File: src/include/coeff_bank_pkg.sv
// Shared constants, types and helpers for the channel B equalizer coefficient bank.
// Assumes a 32-bit classic Wishbone slave with byte addresses; register index = byte address / 4.
package coeff_bank_pkg;

    // ==========================================
    // Filter geometry
    localparam int TAP_COUNT = 9;
    localparam int CENTRE_TAP = 4;
    localparam int OUTER_W = 12;
    localparam int OUTER_REG_W = 16;
    localparam int CENTRE_W = 18;
    localparam int CENTRE_REG_W = 24;
    localparam int ALIGN_SHIFT = CENTRE_W - OUTER_W;
    localparam int SAMPLE_W = 12;
    localparam int ACC_W = 34;
    localparam int IDX_W = 14;
    localparam int FILL_W = 4;

    // ==========================================
    // Register indices (byte address is four times the index)
    typedef logic [IDX_W-1:0] idx_type;
    localparam idx_type TAP1_IDX = 14'h0448;
    localparam idx_type TAP2_IDX = 14'h044A;
    localparam idx_type TAP3_IDX = 14'h044C;
    localparam idx_type TAP4_IDX = 14'h044E;
    localparam idx_type CENTRE_IDX = 14'h0450;
    localparam idx_type TAP6_IDX = 14'h0453;
    localparam idx_type TAP7_IDX = 14'h0455;
    localparam idx_type TAP8_IDX = 14'h0457;
    localparam idx_type TAP9_IDX = 14'h0459;
    localparam idx_type CTRL_IDX = 14'h0460;
    localparam idx_type STATUS_IDX = 14'h0461;

    // ==========================================
    // Reset values and field positions
    localparam logic [CENTRE_REG_W-1:0] COEFF_RST = 24'h000000;
    localparam logic CTRL_DUAL_RST = 1'b0;
    localparam int CTRL_DUAL_BIT = 0;
    localparam int STAT_DUAL_BIT = 0;
    localparam int STAT_FULL_BIT = 1;
    localparam int STAT_FILL_LSB = 4;
    localparam int TAP9_MASK_BIT = 11;
    localparam logic [3:0] NO_TAP = 4'hF;

    // ==========================================
    // Carriers
    typedef logic signed [SAMPLE_W-1:0] sample_type;
    typedef logic signed [CENTRE_W-1:0] coeff_type;
    typedef logic [TAP_COUNT-1:0][CENTRE_W-1:0] coeff_vec_type;
    typedef logic signed [ACC_W-1:0] acc_type;
    typedef struct packed {
        logic valid;
        sample_type data;
    } sample_beat_type;
    typedef struct packed {
        logic valid;
        acc_type data;
    } filt_beat_type;

    // ==========================================
    // Register index to tap number, NO_TAP when not a coefficient
    function automatic logic [3:0] tap_of(input idx_type idx);
        case (idx)
            TAP1_IDX: tap_of = 4'h0;
            TAP2_IDX: tap_of = 4'h1;
            TAP3_IDX: tap_of = 4'h2;
            TAP4_IDX: tap_of = 4'h3;
            CENTRE_IDX: tap_of = 4'h4;
            TAP6_IDX: tap_of = 4'h5;
            TAP7_IDX: tap_of = 4'h6;
            TAP8_IDX: tap_of = 4'h7;
            TAP9_IDX: tap_of = 4'h8;
            default: tap_of = NO_TAP;
        endcase
    endfunction

    // Stored word to aligned 18-bit coefficient; outer taps scaled up to centre precision
    function automatic coeff_type align_coeff(input logic [CENTRE_REG_W-1:0] q, input logic centre);
        if (centre) begin
            align_coeff = q[CENTRE_W-1:0];
        end else begin
            align_coeff = {q[OUTER_W-1:0], {ALIGN_SHIFT{1'b0}}};
        end
    endfunction

endpackage

File: src/rtl/coeff_word_reg.sv
// One byte-lane writable coefficient register, WIDTH a multiple of eight.
// Assumes the write strobe is a one-cycle pulse from the bus slave.
`timescale 1ns/1ps
`default_nettype none
module coeff_word_reg
    import coeff_bank_pkg::*;
#(
    parameter int WIDTH = 16
) (
    input wire logic clk_i, // Clock
    input wire logic rst_i, // Sync reset, high
    input wire logic we_i, // Write strobe
    input wire logic [3:0] sel_i, // Byte enables
    input wire logic [31:0] wdat_i, // Write data
    output logic [WIDTH-1:0] q_o // Stored word
);
    // ==========================================
    // Storage with per-byte write, zero after reset
    always_ff @(posedge clk_i) begin
        if (rst_i) begin
            q_o <= COEFF_RST[WIDTH-1:0];
        end else if (we_i) begin
            for (int b = 0; b < WIDTH / 8; b++) begin
                if (sel_i[b]) begin
                    q_o[b*8 +: 8] <= wdat_i[b*8 +: 8];
                end
            end
        end
    end
endmodule
`default_nettype wire

File: src/rtl/fir_coeff_bank_chan_b.sv
// Channel B equalizer coefficient bank with its nine-tap filter and a Wishbone slave.
// Assumes a classic Wishbone master on the same clock and samples synchronous to clk_i.
// Operation
// - Outer tap coefficients are signed twelve-bit values in register bits 11:0.
// - Centre tap is signed eighteen bits in a 24-bit register, top six reserved.
// - Coefficients shape the channel B nine-tap filter only in dual-channel mode.
// - Tap order follows address order, first tap at the lowest address.
// - Every coefficient register, reserved bits included, resets to zero.
// - Reserved bits 15:12 of outer taps are read/write but never affect coefficients.
// - Ninth tap at 0x459 reads back its coefficient MSB as zero; writes store all.
//
// Implementation choice: the Wishbone interface to the registers.
`timescale 1ns/1ps
`default_nettype none
module fir_coeff_bank_chan_b
    import coeff_bank_pkg::*;
(
    input wire logic clk_i, // Clock, 125 MHz
    input wire logic rst_i, // Sync reset, high
    input wire logic cyc_i, // Wishbone cycle
    input wire logic stb_i, // Wishbone strobe
    input wire logic we_i, // Wishbone write
    input wire logic [15:0] adr_i, // Wishbone byte address
    input wire logic [3:0] sel_i, // Wishbone byte enables
    input wire logic [31:0] dat_i, // Wishbone write data
    output logic [31:0] dat_o, // Wishbone read data
    output logic ack_o, // Wishbone acknowledge
    input wire sample_beat_type sample_i, // Channel B input samples
    output filt_beat_type filt_o // Filtered samples
);
    // ==========================================
    // Bus decode
    logic ack_r;
    logic req;
    logic wr_stb;
    logic rd_stb;
    idx_type idx;
    logic [3:0] hit_tap;

    // One access per request, ack a cycle later
    assign req = cyc_i & stb_i & ~ack_r;
    assign wr_stb = req & we_i;
    assign rd_stb = req & ~we_i;
    assign idx = adr_i[15:2];
    assign hit_tap = tap_of(idx);

    // ==========================================
    // Coefficient storage
    logic [CENTRE_REG_W-1:0] reg_q [TAP_COUNT];
    coeff_vec_type coeff_vec;

    // One register per tap, centre one wider
    for (genvar t = 0; t < TAP_COUNT; t++) begin : g_tap
        localparam int W = (t == CENTRE_TAP) ? CENTRE_REG_W : OUTER_REG_W;
        logic [W-1:0] q;
        coeff_word_reg #(
            .WIDTH(W)
        ) u_reg (
            .clk_i(clk_i),
            .rst_i(rst_i),
            .we_i(wr_stb && (hit_tap == 4'(t))),
            .sel_i(sel_i),
            .wdat_i(dat_i),
            .q_o(q)
        );
        assign reg_q[t] = CENTRE_REG_W'(q);
        // Reserved bits never reach the filter
        assign coeff_vec[t] = align_coeff(reg_q[t], t == CENTRE_TAP);
    end

    // ==========================================
    // Control register: mode select
    logic dual_r;

    // Dual-channel enable written by software
    always_ff @(posedge clk_i) begin
        if (rst_i) begin
            dual_r <= CTRL_DUAL_RST;
        end else if (wr_stb && idx == CTRL_IDX && sel_i[0]) begin
            dual_r <= dat_i[CTRL_DUAL_BIT];
        end
    end

    // ==========================================
    // Filter datapath and output stage
    acc_type fir_sum;
    sample_type centre_sample;
    logic pend_r;
    logic [FILL_W-1:0] fill_r;
    logic line_full;

    fir_datapath u_fir (
        .clk_i(clk_i),
        .rst_i(rst_i),
        .shift_i(sample_i.valid),
        .sample_i(sample_i.data),
        .coeff_i(coeff_vec),
        .sum_o(fir_sum),
        .centre_o(centre_sample)
    );

    // Output due one cycle after the line shifts
    always_ff @(posedge clk_i) begin
        if (rst_i) begin
            pend_r <= 1'b0;
        end else begin
            pend_r <= sample_i.valid;
        end
    end

    // Equalized in dual mode, else delay-matched bypass
    always_ff @(posedge clk_i) begin
        if (rst_i) begin
            filt_o <= '0;
        end else begin
            filt_o.valid <= pend_r;
            if (pend_r) begin
                if (dual_r) begin
                    filt_o.data <= fir_sum;
                end else begin
                    filt_o.data <= acc_type'(centre_sample);
                end
            end
        end
    end

    // Samples held in the line, saturating at nine
    always_ff @(posedge clk_i) begin
        if (rst_i) begin
            fill_r <= '0;
        end else if (sample_i.valid && !line_full) begin
            fill_r <= fill_r + 4'h1;
        end
    end

    assign line_full = (fill_r == FILL_W'(TAP_COUNT));

    // ==========================================
    // Read path
    logic [31:0] rd_data;

    // Register read mux, unmapped reads return zero
    always_comb begin
        rd_data = 32'h00000000;
        if (hit_tap != NO_TAP) begin
            rd_data = 32'(reg_q[hit_tap]);
            if (hit_tap == 4'h8) begin
                rd_data[TAP9_MASK_BIT] = 1'b0;
            end
        end else if (idx == CTRL_IDX) begin
            rd_data[CTRL_DUAL_BIT] = dual_r;
        end else if (idx == STATUS_IDX) begin
            rd_data[STAT_DUAL_BIT] = dual_r;
            rd_data[STAT_FULL_BIT] = line_full;
            rd_data[STAT_FILL_LSB +: FILL_W] = fill_r;
        end
    end

    // Acknowledge and read data, both registered
    always_ff @(posedge clk_i) begin
        if (rst_i) begin
            ack_r <= 1'b0;
            dat_o <= 32'h00000000;
        end else begin
            ack_r <= req;
            if (rd_stb) begin
                dat_o <= rd_data;
            end
        end
    end

    assign ack_o = ack_r;
endmodule
`default_nettype wire

File: src/rtl/fir_datapath.sv
// Nine-tap delay line and multiply-accumulate for the equalizer.
// Assumes coefficients are already aligned to the centre tap's 18-bit precision.
`timescale 1ns/1ps
`default_nettype none
module fir_datapath
    import coeff_bank_pkg::*;
(
    input wire logic clk_i, // Clock
    input wire logic rst_i, // Sync reset, high
    input wire logic shift_i, // New sample strobe
    input wire sample_type sample_i, // New sample
    input wire coeff_vec_type coeff_i, // Aligned coefficients
    output acc_type sum_o, // Combinational tap sum
    output sample_type centre_o // Sample at the centre tap
);
    sample_type line_r [TAP_COUNT];
    acc_type acc;

    // ==========================================
    // Delay line, element 0 newest
    always_ff @(posedge clk_i) begin
        if (rst_i) begin
            for (int i = 0; i < TAP_COUNT; i++) begin
                line_r[i] <= '0;
            end
        end else if (shift_i) begin
            line_r[0] <= sample_i;
            for (int i = 1; i < TAP_COUNT; i++) begin
                line_r[i] <= line_r[i-1];
            end
        end
    end

    // Sum of products at full width, no overflow possible
    always_comb begin
        acc = '0;
        for (int i = 0; i < TAP_COUNT; i++) begin
            acc = acc + acc_type'(line_r[i]) * acc_type'(coeff_type'(coeff_i[i]));
        end
    end

    assign sum_o = acc;
    assign centre_o = line_r[CENTRE_TAP];
endmodule
`default_nettype wire

File: config.mk
export PLATFORM = sky130hd
export DESIGN_NAME = fir_coeff_bank_chan_b
export DESIGN_NICKNAME = d
export VERILOG_FILES = /design/src/include/coeff_bank_pkg.sv /design/src/rtl/coeff_word_reg.sv /design/src/rtl/fir_coeff_bank_chan_b.sv /design/src/rtl/fir_datapath.sv
export SDC_FILE = /design/constraint.sdc
export NUM_CORES = 2
export LEC_CHECK = 0
export BUFFER_PORTS_ARGS = -buffer_cell sky130_fd_sc_hd__buf_2
export CORE_MARGIN = 2
export CORE_UTILIZATION = 65
export DETAILED_ROUTE_END_ITERATION = 6
export PLACE_DENSITY = 0.91
export SLEW_MARGIN = 10
export SYNTH_ARGS = -nofsm -noshare
export SYNTH_HDL_FRONTEND = slang
export SYNTH_SLANG_ARGS = --single-unit
File: constraint.sdc
create_clock -name clk_i -period 11.5 [get_ports clk_i]
set_input_delay 3.45 -clock clk_i [delete_from_list [all_inputs] [get_ports clk_i]]
set_output_delay 3.45 -clock clk_i [all_outputs]
set_load 0.02 [all_outputs]
==> results.md <==
| Group | Quantity | Value |
|---|---|---|
| clock tree | CTS Buf Count | 42 |
| clock tree | Quantity of gates resized following cts | 0 |
| global route | Maximum number of pins on one net before global-route repair | 110 |
| synthesis | Fraction of synthesis flops using an asynchronous set or reset pin | 0 |
| hold path | Worst min path class | reg2reg |
| sta | Count of final setup violators | 0 |
| clock tree | Post-CTS setup buffers | 0 |
| power and ir drop | Static leakage power | 35.24 nW |
| synthesis | Mean instance size in the synthesized netlist | 8.952 sq um |
| flow run | Max-cap check violation count | 0 |
| sta | Worst hold-check slack | 0.4474 ns |
| floorplanning | Die height | 330.8 microns |
| global route | Antenna violations before repair | 11 |
| routing | WL final | 214700 microns |
| place | Weighted congestion reported at the end of routability-driven placement | 1.076 |
| sta | Final WS setup | 0.5550 ns |
| power and ir drop | Maximum VDD drop | 0.1975 mV |
| sta | Total count of max-transition violations in the final report | 0 |
| synthesis | Sequential-to-total area share from yosys stat | 0.1096 |
| sta | Slew at the pin with the worst max-slew slack | 1.417 ns |
| sta | Final clock skew | 0.05109 ns |
| global route | Via count of the first global-routing pass | 58760 |
| floorplanning | Boundary pin count | 138 |
| clock tree | Quantity of hold-fixing buffers added after cts | 0 |
| power and ir drop | Switching part of the total | 0.3068 |
| critical path | Max stage delay on crit path | 0.84 ns |
| clock tree | Bufs on Longest Clock Path | 3 |
| clock tree | Clock latency on the worst-skew pair | 0.63 ns |
| layout | Register area | 0.007609 sq mm |
| routing | Mean routed wirelength per cell | 23.58 microns |
| critical path | FF-to-FF setup slack | 0.56 ns |
| global route | Overall routing resource usage | 0.4027 |
| clock tree | Sink Count | 326 |
| routing | Remaining number of nets flagged by the antenna check after routing | 0 |
| clock tree | CTS H-tree depth | 2 |
| layout | Most frequent cells in the layout | 1802 x inv_1, 1473 x fa_1, 1193 x nand2_1 |
| critical path | Crit path kind | reg2reg |
| global route | Global route total overflow | 0 |
| routing | Via density | 6.104 |
| layout | Layout net count | 9721 |
| synthesis | Mapped cell area | 0.06942 sq mm |
| layout | Filler cell count | 7430 |
| critical path | Crit-path max FO | 14 |
| critical path | Arrival @ worst endpoint | 11.42 ns |
| synthesis | Most frequently used flop master after synthesis | dfxtp_1 |
| routing | DRT met1 WL | 70510 microns |
| floorplanning | Placeable core area | 0.1056 sq mm |
| synthesis | Post-synthesis instance total | 7755 |
| layout | Area growth from synthesis to final layout | 4.643% |
| synthesis | Count of flip-flops with a built-in enable after synthesis | 108 |
| layout | Final standard cell area without fillers | 0.07264 sq mm |
| place | Placed instance area | 0.07111 sq mm |
| critical path | Data required time of the critical path | 11.97 ns |
| clock tree | CTS tree | done |
| routing | Length of routed met3 wiring | 33430 microns |
| layout | Fraction of layout instances using a drive strength above 1 | 0.04267 |
| power and ir drop | Int Power | 2.152 mW |
| critical path | Category of the worst setup path launch point | flip-flop |
| power and ir drop | Power share of the clock group | 0.479 |
| routing | Initial drt markers | 6976 |
| routing | Router iterations before antenna repair | 7 |
| routing | Drt drc | 16 |
| power and ir drop | Power per unit of standard cell area | 42.73 mW/mm^2 |
| clock tree | Root Buffer Master | clkbuf_16 |
| sta | Max Fclk | 91.37 MHz |
| power and ir drop | Power, Total | 3.104 mW |
| outcome | Failing checks | DRC |
| power and ir drop | Part of the power in combinational logic | 0.081 |
| synthesis | Seq cells post-synth | 326 |
| sta | Post-route minimum period | 10.94 ns |
| sta | Endpoints failing hold | 0 |
| place | Number of input and output port buffers inserted | 118 |
| sta | Share of the clock period used by the worst path | 0.9517 |
| sta | Tightest slew margin relative to the limit | 0.05270 |
| routing | Met2 wire len | 91580 microns |
| floorplanning | # rows | 119 |
| critical path | Critical Path Most Common Cell | fa_1 |
| floorplanning | Die Width | 330.8 microns |
| layout | Area used by multi-input combinational logic | 0.05375 sq mm |
| sta | Unrepaired setup endpoints after global routing | false |
| global route | Global-route wire length before repair | 329100 microns |
| place | HPWL Detailed | 170800 microns |
| power and ir drop | Reg power frac | 0.440 |
| synthesis | Post-synth cell types | 88 |
| routing | Highest routed metal layer | met5 |
| sta | Setup TNS Final | 0 ns |
| critical path | Critical Path Slowest Stage Cell | dfxtp_1 |
| critical path | Critical Path End Type | flip-flop |
| layout | Most common cell after layout, fill and taps aside | inv_1 |
| floorplanning | Area of the die | 0.1094 sq mm |
| synthesis | Warnings, synthesis | 0 |
| place | Post-Place Worst Slack | 0.8176 ns |
| power and ir drop | Switching Power | 0.9522 mW |
| routing | Via count | 55570 |
| clock tree | Clock transition time at the flip-flop clock pins of the worst setup and hold paths | 0.06 ns |
| outcome | Status | complete, but fails checks |
| floorplanning | Initial standard-cell utilization of the core | 0.6576 |
==> worst paths after layout <==
check | startpoint | endpoint | cells after the start
max | g_tap[7].u_reg.q_o[0]$_SDFFE_PP0P_ | filt_o[33]$_SDFFE_PP0P_ | 35
min | dat_o[20]$_SDFFE_PP0P_ | dat_o[20]$_SDFFE_PP0P_ | 2
max reg2reg | g_tap[7].u_reg.q_o[0]$_SDFFE_PP0P_ | filt_o[33]$_SDFFE_PP0P_ | 35
min reg2reg | dat_o[20]$_SDFFE_PP0P_ | dat_o[20]$_SDFFE_PP0P_ | 2
==> worst max-delay path: cells and delay by family, from the launching register on <==
kind,cells,cell delay (ns)
AND/OR/NAND/NOR,4,1.21
flip-flops,1,0.84
AO/OA/AOI/OAI,13,3.08
adder cells (fa/ha/maj),11,5.24
buffers and inverters,7,0.41
==> sequential cells by signal, summed over array words and instances, names as in the netlist <==
name / cells
ack_o: 1
dat_o: 24
dual_r: 1
fill_r: 4
filt_o: 35
g_tap.u_reg.q_o: 152
pend_r: 1
u_fir.line_r: 108
==> Yosys cell counts (all sizes together) (10+ instances only) <==
master	number	area [sq um]
o21ai	90	450.4
mux2i	36	360.4
a21oi	290	1451
a211oi	30	225.2
a2111oi	10	106.4
o31ai	14	110.1
nand3	101	510.5
and3	24	150.1
o21a	19	142.6
buf	37	225.2
nor2b	20	125.1
o21bai	21	157.7
o211ai	15	112.6
nor3	68	360.4
or3	27	168.9
edfxtp	108	3243
or2	15	93.84
a31oi	15	93.84
xor2	70	613.1
inv	1802	6764
a21o	54	405.4
and2	546	3420
o22ai	13	81.33
nor2	231	879.6
ha	501	6269
fa	1473	29490
nand2b	84	525.5
o221ai	19	185.2
dfxtp	218	4364
xnor2	166	1454
nand2	1194	4484
clkbuf	295	1109
==> metal layers <==
layer / track usage / up-vias
li1: - / 23070
met2: 0.5899 / 3965
met5: 0.01304 / -
met1: 0.4917 / 27440
met4: 0.2774 / 8
met3: 0.1550 / 1091
==> final cells by class <==
type	instances	area share
diodes	2	0.00006890
clock buffers	53	0.01705
clock inverters	25	0.004030
inverters	1805	0.09327
multi-input cells	5299	0.7399
flip-flops and latches	326	0.1047
well taps	1391	0.02396
repair buffers	203	0.01700
==> through the flow <==
step,cells,utilization
4_1_cts,9102,0.6881
6_report,9104,0.6881
2_1_floorplan,7762,-
3_5_place_dp,9024,0.6736
3_3_place_gp,9024,0.6736
5_1_grt,9102,0.6881
==> power by group through the flow <==
stage | clock network, mW | logic (mW) | registers, mW
finish | 1.49 | 0.250 | 1.37
floorplan | 0 | 0.183 | 1.28
global route | 1.52 | 0.263 | 1.36
detailed placement | 0 | 0.236 | 1.38
global placement | 0 | 0.230 | 1.37
CTS | 1.47 | 0.238 | 1.35
==> kinds of logic (layout without fill, tap and decap cells) <==
family | count (synthesis) | after routing | synth area share
multiplexers | 37 | 37 | 0.005353
AND/OR/NAND/NOR | 2344 | 2344 | 0.1582
XOR/XNOR | 236 | 236 | 0.02977
AO/OA/AOI/OAI | 700 | 700 | 0.06514
other | 1 | 10 | 0.00005402
flip-flops | 326 | 326 | 0.1096
adder cells (fa/ha/maj) | 1974 | 1974 | 0.5151
buffers and inverters | 2137 | 2086 | 0.1168
(Power assumes the default switching activity.)
